### config.mk
export PLATFORM = sky130hd
export DESIGN_NAME = window_watchdog_timer
export DESIGN_NICKNAME = d
export VERILOG_FILES = /design/src/verilog/watchdog_pkg.sv /design/src/verilog/tick_link_if.sv /design/src/verilog/window_watchdog_timer.sv /design/src/verilog/tick_prescaler.sv
export SDC_FILE = /design/constraint.sdc
export NUM_CORES = 1
export LEC_CHECK = 0
export BUFFER_PORTS_ARGS = -buffer_cell sky130_fd_sc_hd__buf_2
export CAP_MARGIN = 20
export CORE_ASPECT_RATIO = 1.5
export CORE_MARGIN = 2
export CORE_UTILIZATION = 30
export CTS_BUF_LIST = sky130_fd_sc_hd__clkbuf_4 sky130_fd_sc_hd__clkbuf_8
export CTS_CLUSTER_SIZE = 40
export DETAILED_ROUTE_END_ITERATION = 10
export GPL_TIMING_DRIVEN = 0
export MAX_ROUTING_LAYER = met4
export PLACE_DENSITY_LB_ADDON = 0.05
export SLEW_MARGIN = 0
export SYNTH_ARGS = -nofsm -noshare
export SYNTH_HDL_FRONTEND = slang
export SYNTH_SLANG_ARGS = --single-unit
### constraint.sdc
create_clock -name clk_in -period 2.3 [get_ports clk_in]
set_input_delay 0.46 -clock clk_in [delete_from_list [all_inputs] [get_ports clk_in]]
set_output_delay 0.46 -clock clk_in [all_outputs]
set_load 0.02 [all_outputs]
### src/verilog/watchdog_pkg.sv
package watchdog_pkg;

  localparam int DATA_W = 32;
  localparam int RESP_W = 2;
  localparam int CNT_W = 7;

  // printed offsets are register indices; byte address is four times the index
  localparam logic [7:0] CTRL_IDX = 8'h2f;
  localparam logic [7:0] WIN_IDX = 8'h30;

  localparam int ACT_BIT = 7;
  localparam int TOP_BIT = 6;

  localparam logic [CNT_W-1:0] CNT_RESET = 7'h7f;
  localparam logic [CNT_W-1:0] WIN_RESET = 7'h7f;
  localparam logic [CNT_W-1:0] ROLL_VALUE = 7'h40;

  localparam int TICK_DIV_DEFAULT = 16384;
  localparam int DLY_SHORT = 256;
  localparam int DLY_LONG = 4096;
  localparam int DLY_W = 12;

  localparam logic [RESP_W-1:0] RESP_OKAY = 2'h0;
  localparam logic [RESP_W-1:0] RESP_SLVERR = 2'h2;

  typedef enum logic [2:0] {
    ST_RUN,
    ST_HALT_ONCE,
    ST_HALT_STOP,
    ST_ACT_HALT,
    ST_RESUME
  } power_state_t;

endpackage

### src/verilog/tick_link_if.sv
`timescale 1ns/1ps
interface tick_link_if;
  logic run;
  logic tick;

  modport source (input run, output tick);
  modport sink (output run, input tick);
endinterface

### src/verilog/window_watchdog_timer.sv
`timescale 1ns/1ps
module window_watchdog_timer #(
  parameter int TICK_DIV = watchdog_pkg::TICK_DIV_DEFAULT,
  parameter int ADDR_W = 12
) (
  input wire logic clk_in, // divided oscillator clock, 100 MHz
  input wire logic rst_in, // synchronous device reset, active high
  input wire logic hw_watchdog_opt_in, // option: watchdog always active
  input wire logic halt_reset_option_in, // option: halt gives a reset
  input wire logic timebase_irq_enable_in, // selects active halt
  input wire logic wake_delay_long_in, // resume delay 4096 instead of 256
  input wire logic halt_req_in, // pulse: halt instruction executed
  input wire logic ext_irq_in, // pulse: external wake interrupt
  input wire logic osc_irq_in, // pulse: oscillator interrupt
  input wire logic wake_reset_in, // pulse: reset that ends a halt mode
  output logic wdg_reset_out, // pulse: watchdog device reset request
  output logic halted_out, // level: counter not in normal run
  input wire logic [ADDR_W-1:0] s_axi_awaddr_in, // write address
  input wire logic s_axi_awvalid_in, // write address valid
  output logic s_axi_awready_out, // write address ready
  input wire logic [watchdog_pkg::DATA_W-1:0] s_axi_wdata_in, // write data
  input wire logic [3:0] s_axi_wstrb_in, // write byte strobes
  input wire logic s_axi_wvalid_in, // write data valid
  output logic s_axi_wready_out, // write data ready
  output logic [watchdog_pkg::RESP_W-1:0] s_axi_bresp_out, // write response
  output logic s_axi_bvalid_out, // write response valid
  input wire logic s_axi_bready_in, // write response ready
  input wire logic [ADDR_W-1:0] s_axi_araddr_in, // read address
  input wire logic s_axi_arvalid_in, // read address valid
  output logic s_axi_arready_out, // read address ready
  output logic [watchdog_pkg::DATA_W-1:0] s_axi_rdata_out, // read data
  output logic [watchdog_pkg::RESP_W-1:0] s_axi_rresp_out, // read response
  output logic s_axi_rvalid_out, // read data valid
  input wire logic s_axi_rready_in // read data ready
);
  import watchdog_pkg::*;

  if (ADDR_W < 10)
  begin : g_chk
    $error("window_watchdog_timer: ADDR_W must be at least 10");
  end

  function automatic logic hits(input logic [ADDR_W-1:0] a, input logic [7:0] idx);
    hits = (a[ADDR_W-1:2] == (ADDR_W-2)'(idx));
  endfunction

  // ---------------- bus slave ----------------
  logic awready_q;
  logic wready_q;
  logic aw_have_q;
  logic w_have_q;
  logic [ADDR_W-1:0] aw_addr_q;
  logic [DATA_W-1:0] w_data_q;
  logic w_lane0_q;
  logic bvalid_q;
  logic [RESP_W-1:0] bresp_q;
  logic arready_q;
  logic rvalid_q;
  logic [DATA_W-1:0] rdata_q;
  logic [RESP_W-1:0] rresp_q;
  logic do_wr;
  logic ctl_wr;
  logic win_wr;

  assign do_wr = aw_have_q && w_have_q && !bvalid_q;
  assign ctl_wr = do_wr && w_lane0_q && hits(aw_addr_q, CTRL_IDX);
  assign win_wr = do_wr && w_lane0_q && hits(aw_addr_q, WIN_IDX);

  // address and data are taken independently; both stay closed until the response
  always_ff @(posedge clk_in)
  begin
    if (rst_in)
    begin
      awready_q <= 1'b1;
      wready_q <= 1'b1;
      aw_have_q <= 1'b0;
      w_have_q <= 1'b0;
      aw_addr_q <= '0;
      w_data_q <= '0;
      w_lane0_q <= 1'b0;
      bvalid_q <= 1'b0;
      bresp_q <= RESP_OKAY;
    end
    else
    begin
      if (s_axi_awvalid_in && awready_q)
      begin
        aw_have_q <= 1'b1;
        awready_q <= 1'b0;
        aw_addr_q <= s_axi_awaddr_in;
      end
      if (s_axi_wvalid_in && wready_q)
      begin
        w_have_q <= 1'b1;
        wready_q <= 1'b0;
        w_data_q <= s_axi_wdata_in;
        w_lane0_q <= s_axi_wstrb_in[0];
      end
      if (do_wr)
      begin
        aw_have_q <= 1'b0;
        w_have_q <= 1'b0;
        bvalid_q <= 1'b1;
        bresp_q <= (hits(aw_addr_q, CTRL_IDX) || hits(aw_addr_q, WIN_IDX)) ?
                   RESP_OKAY : RESP_SLVERR;
      end
      if (bvalid_q && s_axi_bready_in)
      begin
        bvalid_q <= 1'b0;
        awready_q <= 1'b1;
        wready_q <= 1'b1;
      end
    end
  end

  // ---------------- watchdog core ----------------
  logic [CNT_W-1:0] cnt_q;
  logic [CNT_W-1:0] win_q;
  logic act_q;
  logic wdg_rst_q;
  logic halted_q;
  power_state_t st_q;
  power_state_t st_d;
  logic [DLY_W-1:0] dly_q;
  logic [DLY_W-1:0] dly_d;
  logic active;
  logic new_act;
  logic dec;
  logic halt_rst_drop;
  logic fire;
  tick_link_if link ();

  tick_prescaler #(
    .DIV(TICK_DIV)
  ) u_prescaler (
    .clk_in(clk_in),
    .rst_in(rst_in),
    .link(link)
  );

  // counter timebase is clk_in, not the processor clock, so slow and wait
  // modes cannot change its rate
  assign link.run = (st_q == ST_RUN) || (st_q == ST_HALT_ONCE);
  assign dec = link.tick;
  assign active = act_q || hw_watchdog_opt_in;
  assign new_act = active || w_data_q[ACT_BIT];
  assign halt_rst_drop = wake_reset_in &&
                         ((st_q == ST_HALT_ONCE) || (st_q == ST_HALT_STOP));

  assign fire = (dec && (st_q == ST_RUN) && active && (cnt_q == ROLL_VALUE))
             || (ctl_wr && new_act && !w_data_q[TOP_BIT])
             || (ctl_wr && new_act && (cnt_q > win_q))
             || ((st_q == ST_RUN) && halt_req_in && !timebase_irq_enable_in
                 && halt_reset_option_in && active);

  always_comb
  begin
    st_d = st_q;
    dly_d = dly_q;
    case (st_q)
      ST_RUN:
      begin
        if (halt_req_in && timebase_irq_enable_in)
          st_d = ST_ACT_HALT;
        else if (halt_req_in && !halt_reset_option_in)
          st_d = ST_HALT_ONCE;
      end
      ST_HALT_ONCE:
      begin
        if (wake_reset_in)
          st_d = ST_RUN;
        else if (ext_irq_in)
          st_d = ST_RESUME;
        else if (dec)
          st_d = ST_HALT_STOP;
      end
      ST_HALT_STOP:
      begin
        if (wake_reset_in)
          st_d = ST_RUN;
        else if (ext_irq_in)
          st_d = ST_RESUME;
      end
      ST_ACT_HALT:
      begin
        if (wake_reset_in)
          st_d = ST_RESUME;
        else if (ext_irq_in || osc_irq_in)
          st_d = ST_RUN;
      end
      ST_RESUME:
      begin
        if (dly_q == '0)
          st_d = ST_RUN;
        else
          dly_d = dly_q - DLY_W'(1);
      end
      default:
        st_d = ST_RUN;
    endcase
    if ((st_d == ST_RESUME) && (st_q != ST_RESUME))
      dly_d = wake_delay_long_in ? DLY_W'(DLY_LONG - 1) : DLY_W'(DLY_SHORT - 1);
  end

  always_ff @(posedge clk_in)
  begin
    if (rst_in)
    begin
      st_q <= ST_RUN;
      dly_q <= '0;
      halted_q <= 1'b0;
    end
    else
    begin
      st_q <= st_d;
      dly_q <= dly_d;
      halted_q <= (st_d != ST_RUN);
    end
  end

  // live counter: a reload wins over a decrement in the same cycle
  always_ff @(posedge clk_in)
  begin
    if (rst_in || halt_rst_drop)
      cnt_q <= CNT_RESET;
    else if (ctl_wr)
      cnt_q <= w_data_q[CNT_W-1:0];
    else if (dec)
      cnt_q <= cnt_q - CNT_W'(1);
  end

  always_ff @(posedge clk_in)
  begin
    if (rst_in || halt_rst_drop)
      act_q <= 1'b0;
    else if (ctl_wr && w_data_q[ACT_BIT])
      act_q <= 1'b1;
  end

  always_ff @(posedge clk_in)
  begin
    if (rst_in)
      win_q <= WIN_RESET;
    else if (win_wr)
      win_q <= w_data_q[CNT_W-1:0];
  end

  always_ff @(posedge clk_in)
  begin
    if (rst_in)
      wdg_rst_q <= 1'b0;
    else
      wdg_rst_q <= fire;
  end

  // ---------------- read channel ----------------
  always_ff @(posedge clk_in)
  begin
    if (rst_in)
    begin
      arready_q <= 1'b1;
      rvalid_q <= 1'b0;
      rdata_q <= '0;
      rresp_q <= RESP_OKAY;
    end
    else if (s_axi_arvalid_in && arready_q)
    begin
      arready_q <= 1'b0;
      rvalid_q <= 1'b1;
      rresp_q <= RESP_OKAY;
      if (hits(s_axi_araddr_in, CTRL_IDX))
        rdata_q <= {24'h00_0000, act_q, cnt_q};
      else if (hits(s_axi_araddr_in, WIN_IDX))
        rdata_q <= {24'h00_0000, 1'b0, win_q};
      else
      begin
        rdata_q <= '0;
        rresp_q <= RESP_SLVERR;
      end
    end
    else if (rvalid_q && s_axi_rready_in)
    begin
      rvalid_q <= 1'b0;
      arready_q <= 1'b1;
    end
  end

  assign s_axi_awready_out = awready_q;
  assign s_axi_wready_out = wready_q;
  assign s_axi_bvalid_out = bvalid_q;
  assign s_axi_bresp_out = bresp_q;
  assign s_axi_arready_out = arready_q;
  assign s_axi_rvalid_out = rvalid_q;
  assign s_axi_rdata_out = rdata_q;
  assign s_axi_rresp_out = rresp_q;
  assign wdg_reset_out = wdg_rst_q;
  assign halted_out = halted_q;

  // ---------------- checks ----------------
  a_roll_reset: assert property (
    @(posedge clk_in) disable iff (rst_in)
    (dec && st_q == ST_RUN && active && cnt_q == ROLL_VALUE) |=> wdg_reset_out)
    else $error("roll from 40h did not reset");

  a_early_refresh: assert property (
    @(posedge clk_in) disable iff (rst_in)
    (ctl_wr && active && cnt_q > win_q) |=> wdg_reset_out)
    else $error("early refresh did not reset");

  a_soft_reset: assert property (
    @(posedge clk_in) disable iff (rst_in)
    (ctl_wr && w_data_q[ACT_BIT] && !w_data_q[TOP_BIT]) |=> wdg_reset_out)
    else $error("software reset missing");

  a_disabled_quiet: assert property (
    @(posedge clk_in) disable iff (rst_in)
    (!active && !(ctl_wr && w_data_q[ACT_BIT])) |=> !wdg_reset_out)
    else $error("reset while disabled");

  a_act_sticky: assert property (
    @(posedge clk_in) disable iff (rst_in)
    (act_q && !wake_reset_in) |=> act_q)
    else $error("activation bit cleared without reset");

  a_count_step: assert property (
    @(posedge clk_in) disable iff (rst_in)
    (dec && !ctl_wr && !halt_rst_drop) |=> (cnt_q == $past(cnt_q) - 7'h01))
    else $error("counter did not decrement");

  a_halt_stopped: assert property (
    @(posedge clk_in) disable iff (rst_in)
    ((st_q == ST_HALT_STOP || st_q == ST_ACT_HALT) && !wake_reset_in && !ctl_wr)
    |=> $stable(cnt_q) && !wdg_reset_out)
    else $error("counter moved in halt");

  a_halt_reset: assert property (
    @(posedge clk_in) disable iff (rst_in)
    (st_q == ST_RUN && halt_req_in && !timebase_irq_enable_in
     && halt_reset_option_in && active) |=> wdg_reset_out && st_q == ST_RUN)
    else $error("halt did not reset");

  a_active_halt: assert property (
    @(posedge clk_in) disable iff (rst_in)
    (st_q == ST_RUN && halt_req_in && timebase_irq_enable_in) |=> st_q == ST_ACT_HALT)
    else $error("active halt not entered");

  a_active_wake: assert property (
    @(posedge clk_in) disable iff (rst_in)
    (st_q == ST_ACT_HALT && (osc_irq_in || ext_irq_in) && !wake_reset_in) |=> st_q == ST_RUN)
    else $error("active halt did not wake at once");

  a_short_resume: assert property (
    @(posedge clk_in) disable iff (rst_in)
    (st_d == ST_RESUME && st_q != ST_RESUME && !wake_delay_long_in)
    |-> ##256 st_q == ST_RESUME ##1 st_q == ST_RUN)
    else $error("resume delay wrong");

  a_halt_drop: assert property (
    @(posedge clk_in) disable iff (rst_in)
    halt_rst_drop |=> !act_q && cnt_q == CNT_RESET && (active == hw_watchdog_opt_in))
    else $error("reset from halt did not restore state");
endmodule

### src/verilog/tick_prescaler.sv
`timescale 1ns/1ps
module tick_prescaler #(
  parameter int DIV = 16384
) (
  input wire logic clk_in, // divided oscillator clock
  input wire logic rst_in, // synchronous reset, active high
  tick_link_if.source link // run request in, tick pulse out
);
  localparam int PW = $clog2(DIV);
  localparam logic [PW-1:0] LAST = PW'(DIV - 1);

  logic [PW-1:0] pre_q;

  if (DIV < 2)
  begin : g_chk
    $error("tick_prescaler: DIV must be at least 2");
  end

  // prescaler is never cleared by a register write, so the first period after
  // a reload is shorter by an unknown amount
  always_ff @(posedge clk_in)
  begin
    if (rst_in)
      pre_q <= '0;
    else if (link.run)
      pre_q <= (pre_q == LAST) ? '0 : pre_q + PW'(1);
  end

  // tick is gated by run so that no late step lands in a state that just stopped
  assign link.tick = link.run && (pre_q == LAST);
endmodule

# Word level (Yosys, flattened, before mapping)
# Cells that the tools add are included.
# word_totals
ff_bits,110
inputBits,75
output_inout_bits,43
elab_cells,114
# classes
addsub,3
order_cmp,1
n_eq_ne,13
muxes,27
n_reduce_logical,49
# ops
op,n
$mux W12,4
$eq A10 B6 Y1 const B,4
$mux W3,10
$logic_and A1 B1 Y1,26
$mux W7,3
$pmux W3 S5,1
$add A14 B1 Y14 const B,1
$eq A14 B14 Y1 const B,1
$mux W14,1
$logic_not A12 Y1,1
$sub A12 B1 Y12 const B,1
$logic_or A1 B1 Y1,10
$mux W8,1
$eq A7 B7 Y1 const B,1
$gt A7 B7 Y1,1
$sub A7 B1 Y7 const B,1
$eq A3 B2 Y1 const B,2
$eq A3 B3 Y1 const B,2
$mux W2,3
$reduce_bool A2 Y1,3
$logic_not A1 Y1,4
$mux W1,4
$reduce_or A2 Y1,2
$eq A3 B1 Y1 const B,1
other kinds (5),5

# Logic depth before layout (Yosys ltp)
# Gate-level depths: netlist of run 1.
# logic_depth
depth_word,11
mapped_depth,7
mapped_depth_nobuf,7

# Cells and area by module
# Synthesis of run 1 repeated with hierarchy kept, for this count alone.
# unflattened
hier_cells,479
area_unflattened_um2,3990.1
# by_module_without_submodules
mod,n_inst,cells_each,area_per_inst_um2,seq_area_each_um2
window_watchdog_timer,1,405,3339.5,1361.3
tick_prescaler,1,74,650.6,280.3

# Least setup slack after synthesis of run 1
# OpenSTA, ideal clock, no wires.
# synth_timing
path_type,register to register
start,reg u_prescaler.pre_q[0]
end,"reg wdg_rst_q, in the netlist wdg_reset_out"
setup_ns,0.074
arrival_ns,1.640
required_time_ns,2.226
slack_ns,0.586
stages_incl_launch_ff,6
n_path_buf,0
period_less_slack_ns,1.714
cell_sequence,dfxtp_1 ha_1 and4_1 nand4_2 or4_1 a31oi_1
# synth_via
elab_chain_cells,8
# synth_lines
item,line,source
start: declaration,tick_prescaler.sv:12,logic [PW-1:0] pre_q;
start signal: assignment,tick_prescaler.sv:26,pre_q <= (pre_q == LAST) ? '0 : pre_q + PW'(1);
$eq A14 B14 Y1,tick_prescaler.sv:30,assign link.tick = link.run && (pre_q == LAST);
$logic_and A1 B1 Y1,tick_prescaler.sv:30,
$logic_and A1 B1 Y1 (3 in series),window_watchdog_timer.sv:150,assign fire = (dec && (st_q == ST_RUN) && active && (cnt_q == ROLL_VALUE))
$logic_or A1 B1 Y1,window_watchdog_timer.sv:151,|| (ctl_wr && new_act && !w_data_q[TOP_BIT])
$logic_or A1 B1 Y1,window_watchdog_timer.sv:152,|| (ctl_wr && new_act && (cnt_q > win_q))
$logic_or A1 B1 Y1,window_watchdog_timer.sv:153,|| ((st_q == ST_RUN) && halt_req_in && !timebase_irq_enable_in
end signal: assignment,window_watchdog_timer.sv:253,wdg_rst_q <= fire;
end: declaration,window_watchdog_timer.sv:120,logic wdg_rst_q;
# Every way passes these cells.
# A chain may end at the register's enable or synchronous reset.

# Worst setup path in the final report of run 1
# layout_timing
start,reg u_prescaler.pre_q[0]
end,reg u_prescaler.pre_q[7]
# layout_via
elab_chain_cells,2
elab_cells_between_ends,3
cone_classes,add/sub: 1; eq/ne: 1; mux: 1
# layout_lines
item,line
$add A14 B1 Y14 or $eq A14 B14 Y1 (tied branches),tick_prescaler.sv:26
$mux W14 (*),tick_prescaler.sv:26
# Mark *: on every way between the ends. The rest lies on a longest branch, timed or not.

==> results by group, run 1 <==
Synth
  • Mapped Area: 0.00409 mm2
  • Syn avg cell area: 8.32 um2
  • Unique masters post-synth: 61
  • Post-synthesis sequential area ratio: 40.1%
  • Asr flop ratio synth: 0%
  • Number of synthesized flops with an enable pin: 0
  • YS warnings: 0
  • Synth Register Bits: 82
  • Gate Count Post-Synth: 492
  • Ys flop type: dfxtp_1

Global routing
  • First-pass GRT wire length: 16,900 um
  • Antenna violations before repair: 0
  • Largest net degree at the start of global routing: 14
  • Vias in the first global route: 3,488
  • GRT Resource Usage Total: 15.0%
  • Grt ovf: 0

Finish
  • Inserted Diodes: 0
  • Cell area after layout: 0.00489 mm2
  • Nets: 672
  • Layout cells sized above 1: 19.9%
  • Fill cell count: 1,441
  • Multi-input gate area: 0.00219 mm2
  • Post-Route Utilization: 36.5%
  • FF+latch area: 0.00164 mm2
  • Area delta synth->final: 19.6%

Timing
  • Hold Slack: 0.293 ns
  • RSZ-0062 raised after global routing: false
  • Period minus WS final: 2.00 ns
  • Slew @ Worst Pin: 0.719 ns
  • Max Freq: 501 MHz
  • Final setup violation count: 0
  • Fin Setup TNS: 0 ns
  • Slew margin rel.: 52.1%
  • Final Max Slew Viols: 0
  • Worst clock skew: 0.0107 ns
  • Final Cycle Share: 86.8%
  • Hold Vio Cnt, Final: 0

Critical path
  • Worst Setup EP: u_prescaler.pre_q[7]$_SDFFE_PP0P_
  • Critical path's most frequent cell: and4_1
  • Reg2reg path depth: 7
  • CP Data Required Time: 2.53 ns
  • Reg-to-reg critical path endpoint: u_prescaler.pre_q[7]$_SDFFE_PP0P_
  • Worst r2r src: u_prescaler.pre_q[0]$_SDFFE_PP0P_
  • Critical path type: reg -> reg
  • Crit-path max FO: 8
  • CP Cell Sequence: ha_1 > and4_1 > and4_1 > buf_2 > or2_1 > clkbuf_1 > nor2_1
  • Worst reg2reg setup slack: 0.30 ns
  • Arrival time worst endpoint: 2.23 ns
  • Worst setup path start: u_prescaler.pre_q[0]$_SDFFE_PP0P_
  • Slowest stage cell on the critical path: dfxtp_1
  • Worst Setup End Kind: flip-flop
  • CP Launch Type: flip-flop
  • CP max stage delay: 0.37 ns

Floorplan
  • Initial Util: 30.5%
  • Vert. Die Dim: 147 um
  • FP Rows: 52
  • Die ar.: 0.0146 mm2
  • Placeable Area: 0.0134 mm2
  • Die Wd: 99.4 um
  • Io pins: 118

Clock network
  • Postcts setup bufs: 0
  • Post-CTS Hold Buffers: 0
  • CTS tree: done
  • Clock sinks: 82
  • Worst-Skew Late Latency: 0.36 ns
  • Total clock buffers created by CTS: 9
  • Max Root-Sink Buffers: 2
  • Clk pin slew, worst setup/hold paths: 0.08 ns
  • Clock root cell: clkbuf_8
  • CTS H-Tree Depth: 3
  • Post_cts resized: 0

Power
  • Final Power: 3070 uW
  • Pleak: 0.00204 uW
  • VDD IR-drop max: 0.220 mV
  • Pwr/cell area: 627 mW/mm2

Worst hold path
  • Hold Path Class: in -> reg

Flow run
  • Max cap viols: 0

Placed design
  • GPL Wtd Cong: 0.814
  • Post-DP HPWL: 7930 um
  • Placed cell areas: 0.00468 mm2
  • I/O Buffers: 59

Drt
  • Post-route ant nets: 0
  • 1st-iter DRT viols: 125
  • Wire length per cell: 13.9 um
  • Post-Route WL: 10,500 um
  • Vias/cell: 4.73
  • DR vias: 3,563
  • Remaining DRCs: 0
  • Drt pass-1 iters: 5

Run status
  • Outcome: finished clean
per-stage QoR:
stage          std cells  setup slack, ns
6_report             754            0.303
5_1_grt              754           0.0748
4_1_cts              754            0.252
3_5_place_dp         738            0.219
3_3_place_gp         738            0.242
2_1_floorplan        517            0.586
cells in the mapped netlist (10+ instances only):
cell type | n | area [um2]
ha_1 | 10 | 125
mux2i_1 | 11 | 110
or3_1 | 12 | 75.1
dfxtp_1 | 82 | 1640
nand4_1 | 14 | 87.6
buf_4 | 27 | 203
nand2_1 | 68 | 255
xor2_1 | 11 | 96.3
nor2_1 | 40 | 150
a21oi_1 | 48 | 240
inv_1 | 18 | 67.6
clkbuf_1 | 11 | 41.3
o21ai_0 | 12 | 60.1
cell families after synthesis:
family | Yosys count | synth area share (%)
mux | 12 | 2.97
xor+xnor | 16 | 3.42
buf+inv | 63 | 8.56
compound gates | 104 | 15.4
fa+ha+maj | 10 | 3.06
simple gates | 204 | 26.4
flops | 82 | 40.1
other cells | 1 | 0.0917
cells in the final DEF, fill, tap and decap left out, drive strengths merged, types with 3 or more instances in the layout:
cell	Yosys	final
a211o	7	7
clkbuf	11	23
ha	10	10
xnor2	5	5
nor2b	4	4
nand4	15	15
and4	3	3
o211ai	3	3
o21a	3	3
conb	1	26
a21oi	48	48
dfxtp	82	82
nand3b	5	5
inv	18	18
nor4bb	3	3
nor3	7	7
buf	34	93
a31oi	8	8
nand2	68	68
o21ai	18	18
nor2	42	42
nand2b	4	4
nor4	6	6
or2	4	4
mux2i	11	11
xor2	11	11
nand3	9	9
or4	3	3
o31ai	3	3
and2	10	10
or3	12	12
registers in the layout (all words and copies together) (netlist names), 3 cells and up:
name / cells
w_data_q: 8
st_q: 3
dly_q: 12
win_q: 7
s_axi_rdata_out: 8
cnt_q: 7
aw_addr_q: 10
u_prescaler.pre_q: 14
worst min path at each step:
stage | start | endpoint | slack (ns) | depth (start not counted)
2_1_floorplan | w_have_q$_SDFFE_PP0P_ | w_have_q$_SDFFE_PP0P_ | 0.43 | 1
3_3_place_gp | w_have_q$_SDFFE_PP0P_ | w_have_q$_SDFFE_PP0P_ | 0.44 | 1
3_5_place_dp | s_axi_rdata_out[3]$_SDFFE_PP0P_ | s_axi_rdata_out[3]$_SDFFE_PP0P_ | 0.44 | 2
4_1_cts | s_axi_wvalid_in | s_axi_wready_out$_SDFFE_PP1P_ | 0.28 | 2
5_1_grt | s_axi_awvalid_in | s_axi_awready_out$_SDFFE_PP1P_ | 0.29 | 2
6_report | s_axi_wvalid_in | s_axi_wready_out$_SDFFE_PP1P_ | 0.29 | 2
where the power goes:
group	total [uW]	switching [uW]	internal (uW)
Combinational	430	258	171
Sequential	1530	49.9	1480
Clock	1110	537	572
Total	3070	845	2220
metal layers:
| layer | global-route usage [%] | part of all wire (%) |
|---|---|---|
| met1 | 17.1 | 43 |
| met2 | 26.1 | 51 |
| met3 | 2.47 | 3.6 |
| met4 | 5.62 | 1.9 |
| met5 | - | 0 |
critical path, delay by kind of cell, from the launching register on:
kind	cells	cell delay (ns)
AND/OR/NAND/NOR	4	0.73
buffers and inverters	2	0.51
flip-flops	1	0.37
adder cells (fa/ha/maj)	1	0.25
cell type report:
cell class	count	share of cell area (%)
clock inverters	4	1.02
multi-input cells	372	44.8
inverters	18	1.38
flip-flops and latches	82	33.6
well taps	162	4.14
repair buffers	59	6.04
clock buffers	12	3.25
plain buffers	45	5.78
No activity file was read; power rests on OpenSTA's default activity.
==> inputs of run 2 (changes only) <==
--- a/config.mk
+++ b/config.mk
@@ -5,14 +5,14 @@
 export SDC_FILE = /design/constraint.sdc
 export NUM_CORES = 1
 export LEC_CHECK = 0
-export BUFFER_PORTS_ARGS = -buffer_cell sky130_fd_sc_hd__buf_2
 export CAP_MARGIN = 20
 export CORE_ASPECT_RATIO = 1.5
 export CORE_MARGIN = 2
-export CORE_UTILIZATION = 30
+export CORE_UTILIZATION = 66
 export CTS_BUF_LIST = sky130_fd_sc_hd__clkbuf_4 sky130_fd_sc_hd__clkbuf_8
 export CTS_CLUSTER_SIZE = 40
 export DETAILED_ROUTE_END_ITERATION = 10
+export DONT_BUFFER_PORTS = 1
 export GPL_TIMING_DRIVEN = 0
 export MAX_ROUTING_LAYER = met4
 export PLACE_DENSITY_LB_ADDON = 0.05
==> run 2 against run 1 <==
Against the previous run: cell area is 8.2% lower; largest cell class unchanged; utilization is 37 points higher; total power is 2.2% lower; combinational power is 17% lower; hold slack worse by 0.091 ns; global-route usage is 13 points higher; cell count is 19% lower; critical endpoint is now wdg_reset_out$_SDFF_PP0_; clock skew hardly changed.
==> results by group, run 2 (same netlist as run 1, synthesis figures left out) <==
Timing
  • Hold Vio Cnt, Final: 0 (unchanged)
  • Worst clock skew: 0.0103 ns (-0.000356 ns)
  • RSZ-0062 raised after global routing: false
  • Slew @ Worst Pin: 0.628 ns (-0.0912 ns)
  • Setup WS post-layout: 0.337 ns (+0.0341 ns)
  • Period minus WS final: 1.96 ns (-0.0341 ns)
  • Max Freq: 509 MHz (+1.7%)
  • Slew margin rel.: 57.9% (+5.9 points)
  • Final setup violation count: 0 (unchanged)
  • Final Max Slew Viols: 0 (unchanged)
  • Final Cycle Share: 85.3% (-1.5 points)
  • Fin Setup TNS: 0 ns (unchanged)

Run status
  • Outcome: finished clean

Drt
  • Post-route ant nets: 0 (unchanged)
  • Vias/cell: 5.69 (+20%)
  • Post-Route WL: 8830 um (-16%)
  • DR vias: 3,452 (-3.1%)
  • 1st-iter DRT viols: 186 (+49%)
  • Wire length per cell: 14.6 um (+4.5%)
  • Drt pass-1 iters: 4 (-1)
  • Remaining DRCs: 0 (unchanged)

Critical path
  • CP max stage delay: 0.41 ns (+0.04 ns)
  • Arrival time worst endpoint: 2.24 ns (about the same)
  • Worst setup path start: s_axi_bvalid_out$_SDFFE_PP0P_
  • CP delay by family, top: simple AND/OR/NAND/NOR gates
  • Slowest stage cell on the critical path: dfxtp_1
  • Buf/Inv on CP: 1 (-1)
  • Crit-path max FO: 9 (+1)
  • Critical path depth in cells: 6 (-1)
  • CP Launch Type: flip-flop
  • Worst Setup End Kind: flip-flop
  • CP Data Required Time: 2.58 ns (+0.05 ns)
  • Worst r2r src: s_axi_bvalid_out$_SDFFE_PP0P_
  • Worst reg2reg setup slack: 0.34 ns (+0.03 ns)
  • Critical path type: reg -> reg
  • Worst Setup EP: wdg_reset_out$_SDFF_PP0_
  • CP Cell Sequence: and3b_1 > nand4_1 > or2_1 > clkbuf_1 > a211o_1 > a31oi_1
  • Reg-to-reg critical path endpoint: wdg_reset_out$_SDFF_PP0_
  • Reg2reg path depth: 6 (-1)

Global routing
  • First-pass GRT wire length: 14,400 um (-15%)
  • Antenna violations before repair: 0 (unchanged)
  • Largest net degree at the start of global routing: 15 (+1)
  • GRT Resource Usage Total: 28.2% (+13 points)
  • Vias in the first global route: 3,301 (-5.4%)
  • Grt ovf: 0 (unchanged)

Finish
  • Fill cell count: 487 (-66%)
  • Largest registers: u_prescaler.pre_q x14, dly_q x12, aw_addr_q x10
  • Max reg flops: 14 (unchanged)
  • Largest Register: u_prescaler.pre_q
  • Layout cells sized above 1: 11.1% (-8.9 points)
  • Area delta synth->final: 9.79%
  • Inserted Diodes: 0 (unchanged)
  • Cell area after layout: 0.00449 mm2 (-8.2%)
  • Most common cell after layout, fill and taps aside: dfxtp_1
  • Nets: 613 (-8.8%)
  • Non-filler cells, final: 607 (-19%)
  • Most frequent cells in the layout: 82 x dfxtp_1, 68 x nand2_1, 48 x a21oi_1

Floorplan
  • FP Rows: 35 (-33%)
  • Initial Util: 67.2% (+37 points)
  • Vert. Die Dim: 100 um (-32%)
  • Die ar.: 0.00686 mm2 (-53%)
  • Die Wd: 68.3 um (-31%)
  • Io pins: 118 (unchanged)
  • Placeable Area: 0.00609 mm2 (-55%)

Power
  • Pwr/cell area: 668 mW/mm2 (+6.5%)
  • VDD IR-drop max: 0.498 mV (+130%)
  • Pleak: 0.00179 uW (-12%)
  • Final Power: 3000 uW (-2.2%)

Flow run
  • Max cap viols: 0 (unchanged)

Clock network
  • CTS tree: done
  • CTS H-Tree Depth: 3 (unchanged)
  • Worst-Skew Late Latency: 0.36 ns (about the same)
  • Clk pin slew, worst setup/hold paths: 0.08 ns (about the same)
  • Post-CTS Hold Buffers: 0 (unchanged)
  • Postcts setup bufs: 0 (unchanged)
  • Clock root cell: clkbuf_8
  • Max Root-Sink Buffers: 2 (unchanged)
  • Total clock buffers created by CTS: 9 (unchanged)
  • Post_cts resized: 0 (unchanged)
  • Clock sinks: 82 (unchanged)

Placed design
  • Post-DP HPWL: 6710 um (-15%)
  • DP Worst Slack: 0.353 ns (+0.133 ns)
  • Placed cell areas: 0.00428 mm2 (-8.7%)
  • I/O Buffers: 0 (-100%)
  • DP Cell Count: 591 (-20%)
  • GPL Wtd Cong: 0.881 (+8.2%)

Worst hold path
  • Hold Path Class: in -> reg
==> run 2: cell types whose count changed in the layout (fill, tap and decap cells not counted), sizes merged <==
cell / before / now
buf: 93 / 34
clkbuf: 23 / 22
clkinv: 1 / 2
==> run 2: layout make-up <==
type	instances	area [um2]	share of cell area (%)
multi-input cells	372	2190	48.8
flip-flops and latches	82	1640	36.5
plain buffers	45	283	6.30
clock buffers	11	151	3.37
well taps	74	92.6	2.06
inverters	18	67.6	1.50
clock inverters	5	62.6	1.39
==> run 2: worst min path at each step <==
| stage | start | end | depth (start not counted) |
|---|---|---|---|
| finish | s_axi_awvalid_in | s_axi_awready_out$_SDFFE_PP1P_ | 1 |
| global route | s_axi_awvalid_in | s_axi_awready_out$_SDFFE_PP1P_ | 1 |
| floorplan | w_have_q$_SDFFE_PP0P_ | w_have_q$_SDFFE_PP0P_ | 1 |
| detailed placement | w_lane0_q$_SDFFE_PP0P_ | w_lane0_q$_SDFFE_PP0P_ | 2 |
| global placement | w_have_q$_SDFFE_PP0P_ | w_have_q$_SDFFE_PP0P_ | 1 |
| CTS | s_axi_awvalid_in | s_axi_awready_out$_SDFFE_PP1P_ | 1 |
==> run 2: metrics by stage <==
stage | utilization [%] | hold WS [ns]
5_1_grt | 73.8 | 0.186
3_3_place_gp | 70.3 | 0.438
4_1_cts | 73.8 | 0.189
6_report | 73.8 | 0.202
2_1_floorplan | - | 0.433
3_5_place_dp | 70.3 | 0.448
==> run 2: power by group <==
part,internal [uW],leakage (uW),switching [uW]
clock network,564,0.000102,533
logic,140,0.00102,219
registers,1480,0.000668,65.7
==> run 2: worst register-to-register path: cells and delay by family (launching register included) <==
kind / cells / cell delay, ns
buffers and inverters: 1 / 0.21
AO/OA/AOI/OAI: 2 / 0.46
flip-flops: 1 / 0.41
AND/OR/NAND/NOR: 3 / 0.82
==> run 2: routing by layer <==
metal  part of all wire [%]  routed length [um]  track usage, %
met4                    2.1                 182            10.8
met2                     52                4620            48.7
met5                      0                   0               -
met1                     41                3580            31.4
met3                    5.1                 453            5.27
